## src/include/fault_pkg.sv

```systemverilog
// Constants, register map, field positions and types of the fault supervisor.
// Assumes a single 250 MHz clock shared by every module that uses it.
`default_nettype none
package fault_pkg;
    localparam int unsigned CLK_MHZ       = 250;
    localparam int unsigned TXD_DOM_MS    = 1000;
    localparam int unsigned NR_TIMEOUT_MS = 150;
    localparam int unsigned TXD_DOM_CYCLES = TXD_DOM_MS * 1000 * CLK_MHZ;
    localparam int unsigned NR_TIMEOUT_CYCLES =
        NR_TIMEOUT_MS * 1000 * CLK_MHZ;
    localparam int TMR_W  = 28;
    localparam int ADDR_W = 4;
    localparam int DATA_W = 8;

    localparam logic [3:0] ADR_SUPPLY = 4'h0;
    localparam logic [3:0] ADR_HS_ST  = 4'h1;
    localparam logic [3:0] ADR_BUS_ST = 4'h2;
    localparam logic [3:0] ADR_WD_ST  = 4'h3;
    localparam logic [3:0] ADR_SRC    = 4'h4;
    localparam logic [3:0] ADR_IRQ_ST = 4'h5;
    localparam logic [3:0] ADR_MASK   = 4'h6;
    localparam logic [3:0] ADR_MODE   = 4'h7;
    localparam logic [3:0] ADR_HS_CTL = 4'h8;

    localparam int SUP_OV_BIT   = 3;
    localparam int SUP_UV_BIT   = 2;
    localparam int SUP_WARN_BIT = 1;
    localparam int SUP_BAT_BIT  = 0;
    localparam int BUS_RXS_BIT  = 3;
    localparam int BUS_TXD_BIT  = 2;
    localparam int BUS_HOT_BIT  = 1;
    localparam int WD_TO_BIT    = 3;
    localparam int WD_ERR_BIT   = 2;
    localparam int HS2_OL_BIT   = 3;
    localparam int HS2_CL_BIT   = 2;
    localparam int HS1_OL_BIT   = 1;
    localparam int HS1_CL_BIT   = 0;
    localparam int IRQ_SUP_BIT  = 0;
    localparam int IRQ_BUS_BIT  = 1;
    localparam int IRQ_HS_BIT   = 2;
    localparam int HIGH_VOLTAGE_SHUTDOWN_ENABLE_BIT     = 0;

    localparam logic [3:0] SRC_NONE   = 4'h0;
    localparam logic [3:0] SRC_HS     = 4'h2;
    localparam logic [3:0] SRC_BUS    = 4'h4;
    localparam logic [3:0] SRC_SUPPLY = 4'h5;

    localparam logic [2:0] MASK_RST   = 3'h0;
    localparam logic [1:0] HS_CTL_RST = 2'h0;
    localparam logic       HIGH_VOLTAGE_SHUTDOWN_ENABLE_RST   = 1'h0;

    // Index of each comparator input in the synchronised vector.
    localparam int S_VS_OV    = 0;
    localparam int S_VS_UV    = 1;
    localparam int S_BAT      = 2;
    localparam int S_VDD_WARN = 3;
    localparam int S_VDD_HOT  = 4;
    localparam int S_VDD_UV   = 5;
    localparam int S_RXS      = 6;
    localparam int S_TXD      = 7;
    localparam int S_LIN_HOT  = 8;
    localparam int S_HS_HOT   = 9;
    localparam int S_HS1_OL   = 10;
    localparam int S_HS2_OL   = 11;
    localparam int S_HS1_CL   = 12;
    localparam int S_HS2_CL   = 13;
    localparam int S_WD_FLOAT = 14;
    localparam int SYNC_W     = 15;

    typedef enum logic [2:0] {
        MODE_RESET, MODE_NORMAL_REQUEST, MODE_NORMAL, MODE_STOP, MODE_SLEEP
    } mode_t;

    typedef enum logic [1:0] {HOT_IDLE, HOT_RESET, HOT_SLEEP} hot_state_t;

    function automatic logic is_active(input mode_t m);
        return (m == MODE_NORMAL) || (m == MODE_NORMAL_REQUEST);
    endfunction

    function automatic logic is_irq_mode(input mode_t m);
        return is_active(m) || (m == MODE_STOP);
    endfunction

    function automatic logic is_low_power(input mode_t m);
        return (m == MODE_STOP) || (m == MODE_SLEEP);
    endfunction
endpackage
`default_nettype wire

```

## src/core/sync2.sv

```systemverilog
// Two-flop synchroniser for a vector of independent level inputs.
// Assumes each bit is a slow level; bits are not coherent with each other.
`timescale 1ns/10ps
`default_nettype none
module sync2 #(
    parameter int W = fault_pkg::SYNC_W
) (
    input  wire logic         clk,
    input  wire logic         srst,
    input  wire logic [W-1:0] d,
    output var  logic [W-1:0] q
);
    typedef struct packed {
        logic [W-1:0] meta;
        logic [W-1:0] held;
    } sync_state_t;

    sync_state_t st_ff;
    sync_state_t nxt_st;

    always_comb begin
        nxt_st      = st_ff;
        nxt_st.meta = d;
        nxt_st.held = st_ff.meta;
    end

    always_ff @(posedge clk) begin
        if (srst) begin
            st_ff <= '0;
        end else begin
            st_ff <= nxt_st;
        end
    end

    assign q = st_ff.held;
endmodule
`default_nettype wire

```

## src/core/stuck_timer.sv

```systemverilog
// Counts cycles while run is high and pulses expired once at LIMIT.
// Assumes run comes from the same clock domain; dropping run restarts it.
`timescale 1ns/10ps
`default_nettype none
module stuck_timer #(
    parameter logic [fault_pkg::TMR_W-1:0] LIMIT =
        fault_pkg::TMR_W'(fault_pkg::NR_TIMEOUT_CYCLES)
) (
    input  wire logic clk,
    input  wire logic srst,
    input  wire logic run,
    output var  logic expired
);
    typedef struct packed {
        logic [fault_pkg::TMR_W-1:0] cnt;
        logic                        hit;
    } tmr_state_t;

    tmr_state_t st_ff;
    tmr_state_t nxt_st;

    // The count saturates so that a held condition fires only once.
    always_comb begin
        nxt_st     = st_ff;
        nxt_st.hit = 1'h0;
        if (!run) begin
            nxt_st.cnt = '0;
        end else if (st_ff.cnt != LIMIT) begin
            nxt_st.cnt = st_ff.cnt + 1'h1;
            nxt_st.hit = (nxt_st.cnt == LIMIT);
        end
    end

    always_ff @(posedge clk) begin
        if (srst) begin
            st_ff <= '0;
        end else begin
            st_ff <= nxt_st;
        end
    end

    assign expired = st_ff.hit;

    chk_expire_at_limit: assert property (
        @(posedge clk) disable iff (srst) st_ff.hit |-> st_ff.cnt == LIMIT)
        else $error("timer pulse without full count");
endmodule
`default_nettype wire

```

## src/core/fault_supervisor.sv

```systemverilog
// Fault supervisor: flags, shutdown controls, resets and interrupt line.
// Assumes comparator inputs are asynchronous levels and that mode, the
// watchdog events and the register port run on clk.
//
// Functional notes
// - Overvoltage sets supply flag in active modes; shuts drivers in Normal if enabled.
// - Regulator hot warning flag follows condition outside low power; irq.
// - Regulator overheat disables regulator, issues reset, then asks Sleep.
// - Receive short disables transmitter and sets flag until recovered.
// - Transmit input low over one second disables transmitter, irq.
// - High-side overheat in active modes latches drivers off, all flags set, irq.
// - Open load sets per-driver flag without interrupt.
// - Current limit sets per-driver flag, driver stays on.
// - Normal Request lasting 150 ms issues a reset, unrecorded.
// - Watchdog fault in Normal resets and sets timeout flag.
// - Floating watchdog pin selects internal timebase and sets error flag.
// - In Reset mode, regulator low without supply undervolt asks Sleep.
// - Interrupts only in Normal, Normal Request and Stop modes.
// - Masked faults leave line high and set no source flag.
// - Bus status read without short clears receive short flag.
// - Bus status read with transmit input high clears dominant flag.
`timescale 1ns/10ps
`default_nettype none
module fault_supervisor #(
    parameter logic [fault_pkg::TMR_W-1:0] TXD_DOM_CYCLES =
        fault_pkg::TMR_W'(fault_pkg::TXD_DOM_CYCLES),
    parameter logic [fault_pkg::TMR_W-1:0] NR_TIMEOUT_CYCLES =
        fault_pkg::TMR_W'(fault_pkg::NR_TIMEOUT_CYCLES)
) (
    input  wire logic                          clk,
    input  wire logic                          srst,
    input  wire logic [fault_pkg::ADDR_W-1:0]  addr,
    input  wire logic [fault_pkg::DATA_W-1:0]  wdata,
    input  wire logic                          wr_en,
    input  wire logic                          rd_en,
    output var  logic [fault_pkg::DATA_W-1:0]  rdata,
    input  wire fault_pkg::mode_t              mode,
    input  wire logic                          vs_ov_in,
    input  wire logic                          vs_uv_in,
    input  wire logic                          bat_fail_in,
    input  wire logic                          vdd_warn_in,
    input  wire logic                          vdd_hot_in,
    input  wire logic                          vdd_uv_in,
    input  wire logic                          rxd_short_in,
    input  wire logic                          txd_in,
    input  wire logic                          lin_hot_in,
    input  wire logic                          hs_hot_in,
    input  wire logic                          hs1_open_in,
    input  wire logic                          hs2_open_in,
    input  wire logic                          hs1_limit_in,
    input  wire logic                          hs2_limit_in,
    input  wire logic                          wd_conf_float_in,
    input  wire logic                          wd_timeout,
    input  wire logic                          wd_clear_closed,
    output var  logic                          irq_n,
    output var  logic [1:0]                    hs_drive,
    output var  logic                          lin_tx_enable,
    output var  logic                          reset_req,
    output var  logic                          sleep_req,
    output var  logic                          vdd_enable,
    output var  logic                          wd_internal_timebase
);
    typedef struct packed {
        logic [7:0]            rdata;
        logic                  irq_n;
        logic [1:0]            hs_drive;
        logic                  tx_en;
        logic                  rst_req;
        logic                  sleep_req;
        logic                  vdd_en;
        logic                  wd_int;
        logic [3:0]            sup;
        logic [3:0]            bus;
        logic [3:0]            wd;
        logic [3:0]            hs;
        logic [2:0]            irq_stat;
        logic [2:0]            irq_mask;
        logic                  high_voltage_shutdown_enable;
        logic [1:0]            hs_ctl;
        logic                  hv_off;
        logic                  hot_off;
        logic                  tx_off;
        fault_pkg::hot_state_t hot;
    } sup_state_t;

    sup_state_t                   st_ff;
    sup_state_t                   nxt_st;
    logic [fault_pkg::SYNC_W-1:0] raw;
    logic [fault_pkg::SYNC_W-1:0] cmp;
    logic                         txd_stuck;
    logic                         nr_expired;
    logic                         act;
    logic                         irqm;
    logic                         wd_ev;
    logic                         bus_rd;
    logic                         wd_rd;
    logic [2:0]                   ev;

    always_comb begin
        raw                        = '0;
        raw[fault_pkg::S_VS_OV]    = vs_ov_in;
        raw[fault_pkg::S_VS_UV]    = vs_uv_in;
        raw[fault_pkg::S_BAT]      = bat_fail_in;
        raw[fault_pkg::S_VDD_WARN] = vdd_warn_in;
        raw[fault_pkg::S_VDD_HOT]  = vdd_hot_in;
        raw[fault_pkg::S_VDD_UV]   = vdd_uv_in;
        raw[fault_pkg::S_RXS]      = rxd_short_in;
        raw[fault_pkg::S_TXD]      = txd_in;
        raw[fault_pkg::S_LIN_HOT]  = lin_hot_in;
        raw[fault_pkg::S_HS_HOT]   = hs_hot_in;
        raw[fault_pkg::S_HS1_OL]   = hs1_open_in;
        raw[fault_pkg::S_HS2_OL]   = hs2_open_in;
        raw[fault_pkg::S_HS1_CL]   = hs1_limit_in;
        raw[fault_pkg::S_HS2_CL]   = hs2_limit_in;
        raw[fault_pkg::S_WD_FLOAT] = wd_conf_float_in;
    end

    // A one-cycle comparator glitch is not absorbed here; it reaches state three cycles later.
    sync2 #(.W(fault_pkg::SYNC_W)) u_sync (
        .clk  (clk),
        .srst (srst),
        .d    (raw),
        .q    (cmp)
    );

    stuck_timer #(.LIMIT(TXD_DOM_CYCLES)) u_txd_timer (
        .clk     (clk),
        .srst    (srst),
        .run     (!cmp[fault_pkg::S_TXD]),
        .expired (txd_stuck)
    );

    stuck_timer #(.LIMIT(NR_TIMEOUT_CYCLES)) u_nr_timer (
        .clk     (clk),
        .srst    (srst),
        .run     (mode == fault_pkg::MODE_NORMAL_REQUEST),
        .expired (nr_expired)
    );

    always_comb begin
        nxt_st = st_ff;
        act    = fault_pkg::is_active(mode);
        irqm   = fault_pkg::is_irq_mode(mode);
        bus_rd = rd_en && (addr == fault_pkg::ADR_BUS_ST);
        wd_rd  = rd_en && (addr == fault_pkg::ADR_WD_ST);
        wd_ev  = (wd_timeout || wd_clear_closed)
                 && (mode == fault_pkg::MODE_NORMAL);

        // Supply flags are levels: they drop as soon as the condition goes.
        nxt_st.sup[fault_pkg::SUP_OV_BIT] =
            cmp[fault_pkg::S_VS_OV] && act;
        nxt_st.sup[fault_pkg::SUP_UV_BIT]  = cmp[fault_pkg::S_VS_UV];
        nxt_st.sup[fault_pkg::SUP_BAT_BIT] = cmp[fault_pkg::S_BAT];
        nxt_st.sup[fault_pkg::SUP_WARN_BIT] = cmp[fault_pkg::S_VDD_WARN]
            && !fault_pkg::is_low_power(mode);

        // Sticky receive short and dominant flags: set is applied after clear so set wins.
        nxt_st.bus[fault_pkg::BUS_HOT_BIT] = cmp[fault_pkg::S_LIN_HOT];
        if (bus_rd && !cmp[fault_pkg::S_RXS]) begin
            nxt_st.bus[fault_pkg::BUS_RXS_BIT] = 1'h0;
        end
        if (cmp[fault_pkg::S_RXS]) begin
            nxt_st.bus[fault_pkg::BUS_RXS_BIT] = 1'h1;
        end
        if (bus_rd && cmp[fault_pkg::S_TXD]) begin
            nxt_st.bus[fault_pkg::BUS_TXD_BIT] = 1'h0;
        end
        if (txd_stuck) begin
            nxt_st.bus[fault_pkg::BUS_TXD_BIT] = 1'h1;
        end
        if (!cmp[fault_pkg::S_RXS] && !cmp[fault_pkg::S_LIN_HOT]
            && cmp[fault_pkg::S_TXD]) begin
            nxt_st.tx_off = 1'h0;
        end
        if (cmp[fault_pkg::S_RXS] || cmp[fault_pkg::S_LIN_HOT]
            || txd_stuck) begin
            nxt_st.tx_off = 1'h1;
        end
        nxt_st.tx_en = !nxt_st.tx_off;

        // Watchdog status.
        nxt_st.wd[fault_pkg::WD_ERR_BIT] = cmp[fault_pkg::S_WD_FLOAT];
        nxt_st.wd_int = cmp[fault_pkg::S_WD_FLOAT];
        if (wd_rd) begin
            nxt_st.wd[fault_pkg::WD_TO_BIT] = 1'h0;
        end
        if (wd_ev) begin
            nxt_st.wd[fault_pkg::WD_TO_BIT] = 1'h1;
        end

        // High-side control; a latch is released only once its cause left.
        if (wr_en && (addr == fault_pkg::ADR_HS_CTL)) begin
            nxt_st.hs_ctl = wdata[1:0];
            if (!cmp[fault_pkg::S_HS_HOT]) begin
                nxt_st.hot_off = 1'h0;
            end
            if (!cmp[fault_pkg::S_VS_OV]) begin
                nxt_st.hv_off = 1'h0;
            end
        end
        if (act && cmp[fault_pkg::S_HS_HOT]) begin
            nxt_st.hot_off = 1'h1;
        end
        if ((mode == fault_pkg::MODE_NORMAL) && cmp[fault_pkg::S_VS_OV]
            && st_ff.high_voltage_shutdown_enable) begin
            nxt_st.hv_off = 1'h1;
        end
        if (nxt_st.hot_off) begin
            nxt_st.hs = 4'hF;
        end else begin
            nxt_st.hs[fault_pkg::HS1_OL_BIT] = cmp[fault_pkg::S_HS1_OL];
            nxt_st.hs[fault_pkg::HS2_OL_BIT] = cmp[fault_pkg::S_HS2_OL];
            nxt_st.hs[fault_pkg::HS1_CL_BIT] = cmp[fault_pkg::S_HS1_CL];
            nxt_st.hs[fault_pkg::HS2_CL_BIT] = cmp[fault_pkg::S_HS2_CL];
        end
        // Current limiting is handled in the driver; it stays switched on.
        nxt_st.hs_drive = nxt_st.hs_ctl
                          & ~{2{nxt_st.hot_off || nxt_st.hv_off}};

        // Interrupt events are new flags; battery fail, open load and limit raise none.
        ev                        = '0;
        ev[fault_pkg::IRQ_SUP_BIT] =
            |(nxt_st.sup[3:1] & ~st_ff.sup[3:1]);
        ev[fault_pkg::IRQ_BUS_BIT] =
            |(nxt_st.bus[3:1] & ~st_ff.bus[3:1]);
        ev[fault_pkg::IRQ_HS_BIT]  = nxt_st.hot_off && !st_ff.hot_off;
        if (wr_en && (addr == fault_pkg::ADR_IRQ_ST)) begin
            nxt_st.irq_stat = st_ff.irq_stat & ~wdata[2:0];
        end
        nxt_st.irq_stat = nxt_st.irq_stat
                          | (ev & st_ff.irq_mask & {3{irqm}});
        if (wr_en && (addr == fault_pkg::ADR_MASK)) begin
            nxt_st.irq_mask = wdata[2:0];
        end
        if (wr_en && (addr == fault_pkg::ADR_MODE)) begin
            nxt_st.high_voltage_shutdown_enable = wdata[fault_pkg::HIGH_VOLTAGE_SHUTDOWN_ENABLE_BIT];
        end
        nxt_st.irq_n = !(|(nxt_st.irq_stat & nxt_st.irq_mask));

        // Regulator overheat sequence: reset first, then hold Sleep request.
        case (st_ff.hot)
            fault_pkg::HOT_IDLE: begin
                if (cmp[fault_pkg::S_VDD_HOT]) begin
                    nxt_st.hot = fault_pkg::HOT_RESET;
                end
            end
            fault_pkg::HOT_RESET: begin
                nxt_st.hot = fault_pkg::HOT_SLEEP;
            end
            fault_pkg::HOT_SLEEP: begin
                if ((mode == fault_pkg::MODE_SLEEP)
                    && !cmp[fault_pkg::S_VDD_HOT]) begin
                    nxt_st.hot = fault_pkg::HOT_IDLE;
                end
            end
            default: begin
                nxt_st.hot = fault_pkg::HOT_IDLE;
            end
        endcase
        nxt_st.vdd_en = (nxt_st.hot == fault_pkg::HOT_IDLE);
        nxt_st.rst_req = (nxt_st.hot == fault_pkg::HOT_RESET)
                         || nr_expired
                         || wd_ev;
        nxt_st.sleep_req = (nxt_st.hot == fault_pkg::HOT_SLEEP)
            || ((mode == fault_pkg::MODE_RESET) && cmp[fault_pkg::S_VDD_UV]
                && !st_ff.sup[fault_pkg::SUP_UV_BIT]);

        nxt_st.rdata = '0;
        if (rd_en) begin
            case (addr)
                fault_pkg::ADR_SUPPLY: nxt_st.rdata = {4'h0, st_ff.sup};
                fault_pkg::ADR_HS_ST:  nxt_st.rdata = {4'h0, st_ff.hs};
                fault_pkg::ADR_BUS_ST: nxt_st.rdata = {4'h0, st_ff.bus};
                fault_pkg::ADR_WD_ST:  nxt_st.rdata = {4'h0, st_ff.wd};
                fault_pkg::ADR_SRC: begin
                    if (st_ff.irq_stat[fault_pkg::IRQ_HS_BIT]) begin
                        nxt_st.rdata = {4'h0, fault_pkg::SRC_HS};
                    end else if (st_ff.irq_stat[fault_pkg::IRQ_BUS_BIT]) begin
                        nxt_st.rdata = {4'h0, fault_pkg::SRC_BUS};
                    end else if (st_ff.irq_stat[fault_pkg::IRQ_SUP_BIT]) begin
                        nxt_st.rdata = {4'h0, fault_pkg::SRC_SUPPLY};
                    end else begin
                        nxt_st.rdata = {4'h0, fault_pkg::SRC_NONE};
                    end
                end
                fault_pkg::ADR_IRQ_ST: nxt_st.rdata = {5'h00, st_ff.irq_stat};
                fault_pkg::ADR_MASK:   nxt_st.rdata = {5'h00, st_ff.irq_mask};
                fault_pkg::ADR_MODE:   nxt_st.rdata = {7'h00, st_ff.high_voltage_shutdown_enable};
                fault_pkg::ADR_HS_CTL: nxt_st.rdata = {6'h00, st_ff.hs_ctl};
                default:               nxt_st.rdata = '0;
            endcase
        end
    end

    always_ff @(posedge clk) begin
        if (srst) begin
            st_ff          <= '0;
            st_ff.irq_n    <= 1'h1;
            st_ff.tx_en    <= 1'h1;
            st_ff.vdd_en   <= 1'h1;
            st_ff.irq_mask <= fault_pkg::MASK_RST;
            st_ff.hs_ctl   <= fault_pkg::HS_CTL_RST;
            st_ff.high_voltage_shutdown_enable     <= fault_pkg::HIGH_VOLTAGE_SHUTDOWN_ENABLE_RST;
            st_ff.hot      <= fault_pkg::HOT_IDLE;
        end else begin
            st_ff <= nxt_st;
        end
    end

    assign rdata                = st_ff.rdata;
    assign irq_n                = st_ff.irq_n;
    assign hs_drive             = st_ff.hs_drive;
    assign lin_tx_enable        = st_ff.tx_en;
    assign reset_req            = st_ff.rst_req;
    assign sleep_req            = st_ff.sleep_req;
    assign vdd_enable           = st_ff.vdd_en;
    assign wd_internal_timebase = st_ff.wd_int;

    chk_overvolt_flag: assert property (
        @(posedge clk) disable iff (srst)
        (cmp[fault_pkg::S_VS_OV] && act) |=>
        st_ff.sup[fault_pkg::SUP_OV_BIT])
        else $error("overvoltage flag not set");
    chk_hv_shutdown: assert property (
        @(posedge clk) disable iff (srst)
        (mode == fault_pkg::MODE_NORMAL && st_ff.high_voltage_shutdown_enable
         && cmp[fault_pkg::S_VS_OV]) |=> hs_drive == 2'h0)
        else $error("drivers on during overvoltage");
    chk_hot_sequence: assert property (
        @(posedge clk) disable iff (srst)
        (st_ff.hot == fault_pkg::HOT_IDLE && cmp[fault_pkg::S_VDD_HOT]) |=>
        (reset_req && !vdd_enable) ##1 (sleep_req && !vdd_enable))
        else $error("overheat reset then sleep missing");
    chk_short_tx_off: assert property (
        @(posedge clk) disable iff (srst)
        cmp[fault_pkg::S_RXS] |=> !lin_tx_enable
        && st_ff.bus[fault_pkg::BUS_RXS_BIT])
        else $error("transmitter on during receive short");
    chk_dominant_flag: assert property (
        @(posedge clk) disable iff (srst)
        txd_stuck |=> st_ff.bus[fault_pkg::BUS_TXD_BIT] && !lin_tx_enable)
        else $error("dominant timeout not handled");
    chk_hs_hot_off: assert property (
        @(posedge clk) disable iff (srst)
        (act && cmp[fault_pkg::S_HS_HOT]) |=>
        (hs_drive == 2'h0 && st_ff.hs == 4'hF))
        else $error("high-side overheat not handled");
    chk_wd_reset: assert property (
        @(posedge clk) disable iff (srst)
        wd_ev |=> reset_req && st_ff.wd[fault_pkg::WD_TO_BIT])
        else $error("watchdog fault without reset");
    chk_reset_sleep: assert property (
        @(posedge clk) disable iff (srst)
        (mode == fault_pkg::MODE_RESET && cmp[fault_pkg::S_VDD_UV]
         && !st_ff.sup[fault_pkg::SUP_UV_BIT]) |=> sleep_req)
        else $error("reset mode undervoltage without sleep");
    chk_irq_modes: assert property (
        @(posedge clk) disable iff (srst)
        !irqm |=> (st_ff.irq_stat & ~$past(st_ff.irq_stat)) == 3'h0)
        else $error("interrupt set in a quiet mode");
    chk_mask_holds: assert property (
        @(posedge clk) disable iff (srst)
        (st_ff.irq_stat & ~$past(st_ff.irq_stat)
         & ~$past(st_ff.irq_mask)) == 3'h0)
        else $error("masked fault set a source flag");
endmodule
`default_nettype wire

```

## config.mk

```make
export PLATFORM = sky130hd
export DESIGN_NAME = fault_supervisor
export DESIGN_NICKNAME = d
export VERILOG_FILES = /design/src/include/fault_pkg.sv /design/src/core/sync2.sv /design/src/core/stuck_timer.sv /design/src/core/fault_supervisor.sv
export SDC_FILE = /design/constraint.sdc
export NUM_CORES = 1
export LEC_CHECK = 0
export ABC_AREA = 1
export BUFFER_PORTS_ARGS = -buffer_cell sky130_fd_sc_hd__buf_2
export CAP_MARGIN = 40
export CORE_MARGIN = 3
export CORE_UTILIZATION = 33
export CTS_CLUSTER_SIZE = 12
export DETAILED_ROUTE_END_ITERATION = 8
export GPL_TIMING_DRIVEN = 1
export SLEW_MARGIN = 20
export SYNTH_ARGS = -nofsm -noshare
export SYNTH_HDL_FRONTEND = slang
export SYNTH_HIERARCHICAL = 1
export SYNTH_SLANG_ARGS = --single-unit
```

## constraint.sdc

```tcl
create_clock -name clk -period 2.5 [get_ports clk]
set_clock_uncertainty 0.2 [all_clocks]
set_input_delay 0.25 -clock clk [delete_from_list [all_inputs] [get_ports clk]]
set_output_delay 0.25 -clock clk [all_outputs]
set_load 0.05 [all_outputs]
```

==> results of run 1 <==
-- cell usage in the layout (no fill, tap or decap), types with 2 or more instances in the layout --
cell | netlist | layout
o211ai_1 | 5 | 5
nand2_4 | 5 | 5
buf_2 | 1 | 42
conb_1 | 1 | 4
clkbuf_16 | 0 | 17
xor2_1 | 7 | 7
o21ai_1 | 3 | 3
o22ai_1 | 2 | 2
nor2_8 | 2 | 2
nor2_4 | 10 | 10
dfxtp_1 | 126 | 126
nand4_1 | 21 | 21
nand3b_1 | 5 | 5
buf_4 | 11 | 4
nand2_2 | 13 | 13
nor2_2 | 22 | 22
clkinvlp_4 | 0 | 4
a21oi_1 | 33 | 33
nand3_2 | 3 | 3
nor3_1 | 7 | 7
dlygate4sd3_1 | 0 | 26
nand3_1 | 58 | 58
ha_1 | 6 | 6
nand2_1 | 249 | 249
o21ai_0 | 13 | 13
inv_1 | 163 | 163
o21bai_1 | 5 | 5
clkinv_4 | 0 | 4
nor2_1 | 167 | 167
inv_2 | 3 | 3
inv_6 | 0 | 4
-- cell type report --
type | instances | area, µm²
sequential | 126 | 2520
inverter | 167 | 627
timing repair buffer | 72 | 500
tap | 260 | 325
clock inverter | 14 | 135
clock buffer | 18 | 429
fill | 2000 | 11200
multi-input combinational | 652 | 3120
-- cell families (layout without fill, tap and decap cells) --
group | Yosys count | in the layout | share of synthesized area
compound gates | 68 | 68 | 0.0613
xor+xnor | 9 | 9 | 0.0135
buf+inv | 187 | 271 | 0.120
simple gates | 565 | 565 | 0.398
other cells | 1 | 4 | 0.000587
fa+ha+maj | 6 | 6 | 0.0117
flops | 126 | 126 | 0.395
-- per-layer routing --
layer / up-vias / wire length (µm) / track usage
met5: - / 0 / 0
met4: 0 / 334 / 0.0684
met3: 26 / 559 / 0.0290
met2: 113 / 6580 / 0.229
met1: 2530 / 7050 / 0.180
li1: 3092 / - / -
-- tightest hold or removal path: cells and delay by family --
kind | cells | cell delay, ps
buf+inv | 1 | 120
simple gates | 3 | 240
-- flip-flops by register name, summed over array words and instances, names as in the netlist --
name,flops
u_sync/nxt_st,15
irq_n,1
u_nr_timer/expired,1
u_txd_timer/expired,1
lin_tx_enable,1
rdata,4
reset_req,1
vdd_enable,1
st_ff,27
hs_drive,2
u_txd_timer/st_ff,28
u_nr_timer/st_ff,28
u_sync/q,15
sleep_req,1
-- worst min path at each step --
stage / endpoint / slack, ps / cells past startpoint
after floorplan: st_ff[9]$_SDFF_PP0_ / 120 / 1
after global placement: u_sync/q[3]$_SDFF_PP0_ / 190 / 2
after detailed placement: u_sync/q[3]$_SDFF_PP0_ / 190 / 2
after CTS: st_ff[27]$_SDFF_PP0_ / 9 / 4
after global routing: st_ff[27]$_SDFF_PP0_ / 70 / 4
final: st_ff[27]$_SDFF_PP0_ / 30 / 4
-- stage by stage --
stage / hold WS, ps / instance area, µm² / power (W)
after global routing: 65.9 / 7650 / 0.00484
after global placement: 189 / 6830 / 0.00233
after CTS: 8.99 / 7650 / 0.00472
after detailed placement: 193 / 6830 / 0.00233
final: 34.6 / 7650 / 0.00466
after floorplan: 123 / 6400 / 0.00226
-- power groups by stage --
stage	Sequential (W)	Combinational, W	Clock [W]
after floorplan	0.00212	0.000137	0
after global placement	0.00211	0.000211	0
after detailed placement	0.00212	0.000212	0
after CTS	0.00207	0.000243	0.00241
after global routing	0.00208	0.000272	0.00249
final	0.00207	0.000242	0.00235
==> flow_metrics.env, run 1 <==
export IMPL_peakVddDrop_v=0.000355
export IMPL_hp_start="mode[1]"
export IMPL_synth_cells=962
export IMPL_report_final_slew_viol_count=0
export IMPL_n_antenna_cell=0
export IMPL_grt_util_all_layers=0.142
export IMPL_clk_latency_ps=420
export IMPL_io_buffers=42
export IMPL_setup_ws_ps=356
export IMPL_cts_tree="built"
export IMPL_crit_fanout=8
export IMPL_clockBufferDepth=2
export IMPL_timing_hold_violations_final=0
export IMPL_hold_buffers=26
export IMPL_cts_setup_buffers=0
export IMPL_grt_first_pass_wirelength_mm=24.5
export IMPL_yosysTopAreaCell="dfxtp_1"
export IMPL_cp_depth=9
export IMPL_post_drt_wl_per_cell_um=11.1
export IMPL_grt_max_degree=34
export IMPL_grt_overflow=0
export IMPL_cpPeakStageDelay_ps=440
export IMPL_yosysSeqAreaShare=0.395
export IMPL_ys_ff_latch=126
export IMPL_crit_arrival_ps=2300
export IMPL_antenna_found_initial=0
export IMPL_gp_congestion=0.903
export IMPL_cp_num_buf_inv=0
export IMPL_dp_cells=1251
export IMPL_r2r_start="u_txd_timer/st_ff[2]$_SDFFE_PP0N_"
export IMPL_critical_path_startpoint="u_txd_timer/st_ff[2]$_SDFFE_PP0N_"
export IMPL_fp_dieArea_um2=21100
export IMPL_areaGrowthSynthToFinish_pct=19.7
export IMPL_power_switching_w=0.00114
export IMPL_synth_commonest_cells="249 x nand2_1, 167 x nor2_1, 163 x inv_1"
export IMPL_leakagePower_nw=3.36
export IMPL_post_route_util=0.405
export IMPL_htreeDepth=4
export IMPL_synth_top_area_frac=0.395
export IMPL_die_h_um=145
export IMPL_path_clk_slew_ps=60
export IMPL_synth_edf_count=0
export IMPL_synthDistinctLibCells=42
export IMPL_fmax_ghz=0.466
export IMPL_outcome="finished clean"
export IMPL_critical_path_top_delay_family="simple AND/OR/NAND/NOR gates"
export IMPL_cp_slowest_cell="dfxtp_1"
export IMPL_clock_sinks=126
export IMPL_cp_required_ps=2660
export IMPL_cts_buffers_inserted=17
export IMPL_power_internal_w=0.00352
export IMPL_crit_type="flip-flop to flip-flop"
export IMPL_num_io_pins=52
export IMPL_finalSetupTns_ps=0
export IMPL_yosys_warnings=6
export IMPL_place_hpwl_mm=10.9
export IMPL_reg2reg_to="u_txd_timer/expired$_SDFF_PP0_"
export IMPL_path_cells="ha_1, nand2_2, nor2_8, nand3_2, nor2_1, nand2_1, xor2_1, nand3_1, nor2_2"
export IMPL_ys_flop_type="dfxtp_1"
export IMPL_final_nets=1078
export IMPL_root_buffer="clkbuf_16"
export IMPL_comb_power_share=0.052
export IMPL_sw_frac_of_total=0.245
export IMPL_first_iter_violations=316
export IMPL_maxCapViolCount=0
export IMPL_netlist_area_um2=6390
export IMPL_crit_path_end="u_txd_timer/expired$_SDFF_PP0_"
export IMPL_rows=50
export IMPL_dp_slack_ps=388
export IMPL_ant_nets=0
export IMPL_viasPerCell=4.40
export IMPL_setup_viol=0
export IMPL_first_pass_iters=5
export IMPL_grt_setup_unrepaired="false"
export IMPL_period_minus_slack_ps=2140
export IMPL_synth_async_reset_ratio=0
export IMPL_avgSynthCellArea_um2=6.65
export IMPL_via_count=5761
export IMPL_r2r_slack_ps=360
export IMPL_fin_crit_sh=0.858
export IMPL_end_kind="flip-flop"
export IMPL_initial_utilization=0.338
export IMPL_r2r_cells=9
export IMPL_finalNonFillerCells=1309
export IMPL_synth_most_common_cell="nand2_1"
export IMPL_die_w_um=145
export IMPL_setup_worst_path_start_class="flip-flop"
export IMPL_synth_area_leaders="dfxtp_1 39%, nand2_1 15%, nor2_1 9.8%, inv_1 9.6%, nand3_1 4.5%"
export IMPL_wl_mm=14.5
export IMPL_hp_class="input pin to flip-flop"
export IMPL_p_clk_frac=0.504
export IMPL_drive_gt1_frac=0.133
export IMPL_power_density_nw_per_um2=609
export IMPL_cts_resized=0
export IMPL_drc=0
export IMPL_grt_pass1_vias=5309
export IMPL_p_seq_frac=0.445
export IMPL_core_area_um2=18900
Power figures use the tool's default switching activity.
==> run 2: changes to the inputs <==
Settings changed: CTS_BUF_LIST set to sky130_fd_sc_hd__clkbuf_16, CTS_CLUSTER_SIZE 12 to 28.
==> run 2 against run 1 <==
Compared with the run above: sequential cell count stayed put; register-to-register slack is essentially flat; critical path depth is the same; clock power about the same.
==> flow_metrics.env, run 2 (synthesis results as in run 1) <==
export IMPL_crit_arrival_ps=2300
export IMPL_cts_buffers_inserted=17
export IMPL_post_drt_wl_per_cell_um=11.1
export IMPL_finalSetupTns_ps=0
export IMPL_final_common_cell="nand2_1"
export IMPL_place_hpwl_mm=10.9
export IMPL_grt_max_degree=34
export IMPL_p_clk_frac=0.503
export IMPL_power_density_nw_per_um2=608
export IMPL_grt_util_all_layers=0.142
export IMPL_areaGrowthSynthToFinish_pct=19.7
export IMPL_crit_type="flip-flop to flip-flop"
export IMPL_fp_dieArea_um2=21100
export IMPL_clock_sinks=126
export IMPL_report_final_slew_viol_count=0
export IMPL_period_minus_slack_ps=2140
export IMPL_r2r_cells=9
export IMPL_die_w_um=145
export IMPL_final_nets=1078
export IMPL_ant_nets=0
export IMPL_top_regs="u_nr_timer/st_ff x28, u_txd_timer/st_ff x28, st_ff x27"
export IMPL_drc=0
export IMPL_fin_crit_sh=0.858
export IMPL_clk_latency_ps=420
export IMPL_finalNonFillerCells=1309
export IMPL_peakVddDrop_v=0.000355
export IMPL_viasPerCell=4.40
export IMPL_reg2reg_to="u_txd_timer/expired$_SDFF_PP0_"
export IMPL_io_buffers=42
export IMPL_cts_tree="built"
export IMPL_clockBufferDepth=2
export IMPL_cts_resized=0
export IMPL_whs_ps=34.6
export IMPL_drive_gt1_frac=0.133
export IMPL_total_power_w=0.00466
export IMPL_maxCapViolCount=0
export IMPL_outcome="finished clean"
export IMPL_crit_path_end="u_txd_timer/expired$_SDFF_PP0_"
export IMPL_antenna_found_initial=0
export IMPL_timing_hold_violations_final=0
export IMPL_layout_common_cells="249 x nand2_1, 167 x nor2_1, 164 x inv_1"
export IMPL_power_switching_w=0.00114
export IMPL_end_kind="flip-flop"
export IMPL_r2r_slack_ps=360
export IMPL_grt_first_pass_wirelength_mm=24.5
export IMPL_grt_pass1_vias=5309
export IMPL_die_h_um=145
export IMPL_n_antenna_cell=0
export IMPL_sw_frac_of_total=0.245
export IMPL_rows=50
export IMPL_hp_class="input pin to flip-flop"
export IMPL_root_buffer="clkbuf_16"
export IMPL_leakagePower_nw=3.36
export IMPL_path_clk_slew_ps=60
export IMPL_crit_fanout=8
export IMPL_first_iter_violations=316
export IMPL_setup_worst_path_start_class="flip-flop"
export IMPL_power_internal_w=0.00352
export IMPL_grt_setup_unrepaired="false"
export IMPL_fmax_ghz=0.466
export IMPL_nFillCells=2000
export IMPL_first_pass_iters=5
export IMPL_dp_cells=1251
export IMPL_gp_congestion=0.903
export IMPL_wl_mm=14.5
export IMPL_core_area_um2=18900
export IMPL_via_count=5763
export IMPL_cp_required_ps=2660
export IMPL_num_io_pins=52
export IMPL_setup_viol=0
export IMPL_initial_utilization=0.338
export IMPL_critical_path_startpoint="u_txd_timer/st_ff[2]$_SDFFE_PP0N_"
export IMPL_p_seq_frac=0.445
export IMPL_comb_power_share=0.052
export IMPL_htreeDepth=4
export IMPL_grt_overflow=0
export IMPL_r2r_start="u_txd_timer/st_ff[2]$_SDFFE_PP0N_"
run 2: power groups by stage:
stage                     clock [W]  combinational, W  sequential (W)
after floorplan                   0          0.000137         0.00212
after global placement            0          0.000211         0.00211
after detailed placement          0          0.000212         0.00212
after CTS                   0.00241          0.000243         0.00207
after global routing        0.00249          0.000272         0.00208
final                       0.00234          0.000242         0.00207
run 2: what timing repair did:
item / in CTS / in global routing
hold buffers: 26 / 0
buffers inserted: 0 / 0
hold endpoints to repair: 27 / 0
run 2: critical path, stage by stage (launching register included):
cell	delay (ps)
dfxtp_1	440
ha_1	240
nand2_2	120
nor2_8	200
nand3_2	160
nor2_1	220
nand2_1	90
xor2_1	190
nand3_1	120
nor2_2	100
run 2: how the worst min path moves through the flow:
stage                                 from                      to  slack (ps)  depth (start not counted)
3_5_place_dp   u_sync/nxt_st[3]$_SDFF_PP0_  u_sync/q[3]$_SDFF_PP0_         190                          2
3_3_place_gp   u_sync/nxt_st[3]$_SDFF_PP0_  u_sync/q[3]$_SDFF_PP0_         190                          2
5_1_grt                            mode[1]    st_ff[27]$_SDFF_PP0_          70                          4
4_1_cts                            mode[1]    st_ff[27]$_SDFF_PP0_           9                          4
6_report                           mode[1]    st_ff[27]$_SDFF_PP0_          30                          4
2_1_floorplan                         srst     st_ff[9]$_SDFF_PP0_         120                          1
run 2: area by class of cell:
class | instances | area, µm² | area share
Multi-Input combinational cell | 652 | 3120 | 0.407
Sequential cell | 126 | 2520 | 0.330
Inverter | 167 | 627 | 0.0819
Timing Repair Buffer | 72 | 500 | 0.0654
Clock buffer | 17 | 425 | 0.0556
Tap cell | 260 | 325 | 0.0425
Clock inverter | 15 | 139 | 0.0181
run 2: layer usage:
layer	vias up	wire length [µm]	track usage
met5	-	0	0
met2	113	6580	0.229
li1	3092	-	-
met3	26	559	0.0290
met1	2532	7050	0.180
met4	0	334	0.0684
run 2: stage by stage:
stage / setup slack, ps / utilization / area [µm²]
6_report: 356 / 0.405 / 7650
5_1_grt: 172 / 0.405 / 7650
4_1_cts: 362 / 0.405 / 7650
3_5_place_dp: 388 / 0.362 / 6830
3_3_place_gp: 386 / 0.362 / 6830
2_1_floorplan: 685 / - / 6400
==> run 3: changes to the inputs <==
Settings changed: REMOVE_ABC_BUFFERS set to 1.
Clock period 2.5 ns to 1.9 ns, I/O delays scaled along.
==> run 3 against run 2 <==
Compared with the run above: the run now ends with setup timing left; utilization increased by 4.4 points; largest power group unchanged; first-iteration DRC count shrank 2.8%; count of clock-buffer cells in the layout unchanged; register-to-register slack worse by 380 ps; power up 39%; worst hold slack worse by 9.9 ps; maximum frequency is 11% higher; cell area rose by 11%; sequential cell count is the same; global-route usage is 0.70 points higher.
==> flow_metrics.env, run 3 (synthesis results as in run 1) <==
export IMPL_areaGrowthSynthToFinish_pct=32.7
export IMPL_report_final_slew_viol_count=0
export IMPL_outcome="finished, violations left"
export IMPL_power_internal_w=0.00502
export IMPL_cp_slowest_cell="dfxtp_4"
export IMPL_viasPerCell=4.42
export IMPL_place_area_um2=7190
export IMPL_place_hpwl_mm=11.3
export IMPL_path_cells="buf_6, inv_6, nor2_4, buf_6, nand3_4, nor2_4, nand2_2, nand2_2, nand2_2, nor2_2, nand3_1, nor2_2"
export IMPL_final_area_um2=8490
export IMPL_p_seq_frac=0.419
export IMPL_violations="setup timing"
export IMPL_via_count=6079
export IMPL_grt_overflow=0
export IMPL_cp_required_ps=2060
export IMPL_core_area_um2=18900
export IMPL_fmax_ghz=0.519
export IMPL_final_nets=1144
export IMPL_layout_common_cells="241 x nand2_1, 160 x inv_1, 150 x nor2_1"
export IMPL_grt_pass1_vias=5688
export IMPL_fin_crit_sh=1.01
export IMPL_wl_mm=15.5
export IMPL_die_w_um=145
export IMPL_power_density_nw_per_um2=765
export IMPL_n_antenna_cell=0
export IMPL_finalNonFillerCells=1375
export IMPL_dp_cells=1297
export IMPL_hp_class="input pin to flip-flop"
export IMPL_initial_utilization=0.338
export IMPL_clockBufferDepth=2
export IMPL_die_h_um=145
export IMPL_crit_fanout=6
export IMPL_comb_power_share=0.054
export IMPL_clock_sinks=126
export IMPL_grt_max_degree=31
export IMPL_ant_nets=0
export IMPL_drc=0
export IMPL_gp_congestion=0.877
export IMPL_drive_gt1_frac=0.229
export IMPL_end_kind="flip-flop"
export IMPL_p_clk_frac=0.527
export IMPL_top_regs="u_nr_timer/st_ff x28, u_txd_timer/st_ff x28, st_ff x27"
export IMPL_grt_first_pass_wirelength_mm=26.2
export IMPL_io_buffers=42
export IMPL_r2r_slack_ps=-30
export IMPL_crit_type="flip-flop to flip-flop"
export IMPL_peakVddDrop_v=0.000479
export IMPL_grt_setup_unrepaired="true"
export IMPL_period_minus_slack_ps=1930
export IMPL_cpPeakStageDelay_ps=360
export IMPL_leakagePower_nw=3.79
export IMPL_rows=50
export IMPL_sw_frac_of_total=0.226
export IMPL_setup_ws_ps=-28.1
export IMPL_path_clk_slew_ps=60
export IMPL_cts_tree="built"
export IMPL_cts_buffers_inserted=17
export IMPL_final_common_cell="nand2_1"
export IMPL_setup_worst_path_start_class="flip-flop"
export IMPL_antenna_found_initial=0
export IMPL_grt_util_all_layers=0.149
export IMPL_maxCapViolCount=0
export IMPL_first_pass_iters=4
export IMPL_root_buffer="clkbuf_16"
export IMPL_timing_hold_violations_final=0
export IMPL_power_switching_w=0.00147
export IMPL_first_iter_violations=307
export IMPL_crit_arrival_ps=2090
export IMPL_num_io_pins=52
export IMPL_clk_latency_ps=410
export IMPL_htreeDepth=4
export IMPL_post_drt_wl_per_cell_um=11.3
export IMPL_path_common_cell="nand2_2"
export IMPL_setup_viol=2
export IMPL_fp_dieArea_um2=21100
==> run 3: worst paths after layout <==
path / start / to / cells after the start
setup / recovery: u_nr_timer/st_ff[1]$_SDFFE_PP0N_ / u_nr_timer/expired$_SDFF_PP0_ / 12
hold / removal: mode[2] / sleep_req$_SDFF_PP0_ / 5
setup reg to reg: u_nr_timer/st_ff[1]$_SDFFE_PP0N_ / u_nr_timer/expired$_SDFF_PP0_ / 12
hold reg to reg: u_sync/nxt_st[5]$_SDFF_PP0_ / u_sync/q[5]$_SDFF_PP0_ / 2
==> run 3: cell type report <==
cell class	count	area (µm²)
clock buffer	17	425
clock inverter	15	196
fill	1911	10400
inverter	167	634
multi-input combinational	652	3330
sequential	126	2540
tap	260	325
timing repair buffer	138	1030
==> run 3: layer usage <==
layer | GRT usage | wire length [µm] | vias up
met5 | 0 | 0 | -
met4 | 0.0641 | 353 | 0
met3 | 0.0265 | 507 | 29
met2 | 0.252 | 7350 | 112
met1 | 0.186 | 7280 | 2713
li1 | - | - | 3225
==> run 3: repair_timing <==
| item | 4_1_cts | 5_1_grt |
|---|---|---|
| hold buffers | 27 | 0 |
| setup buffers | 3 | 16 |
| resized for setup | 32 | 51 |
| endpoints found under the setup margin | 2 | 5 |
| pin swaps | 13 | 39 |
| hold endpoints to repair | 37 | 0 |
==> run 3: critical path, delay by kind of cell (launching register included) <==
family / cells / cell delay [ps]
flip-flops: 1 / 360
buffers and inverters: 3 / 310
AND/OR/NAND/NOR: 9 / 1010
==> run 3: power by group through the flow <==
stage | Combinational [W] | Clock, W | Sequential [W]
2_1_floorplan | 0.000144 | 0 | 0.00280
3_3_place_gp | 0.000296 | 0 | 0.00278
3_5_place_dp | 0.000298 | 0 | 0.00278
4_1_cts | 0.000341 | 0.00349 | 0.00273
5_1_grt | 0.000388 | 0.00361 | 0.00273
6_report | 0.000348 | 0.00342 | 0.00272
==> run 3: through the flow <==
| stage | utilization | setup slack (ps) | TNS, ps | total power (W) | hold WS, ps |
|---|---|---|---|---|---|
| after global placement | 0.380 | -83.5 | -126 | 0.00307 | 189 |
| after detailed placement | 0.380 | -71.8 | -142 | 0.00308 | 192 |
| final | 0.449 | -28.1 | -43.9 | 0.00649 | 24.7 |
| after floorplan | - | 85.3 | 0 | 0.00294 | 59.1 |
| after CTS | 0.435 | 2.11 | 0 | 0.00655 | 7.50 |
| after global routing | 0.449 | -148 | -257 | 0.00673 | 65.8 |
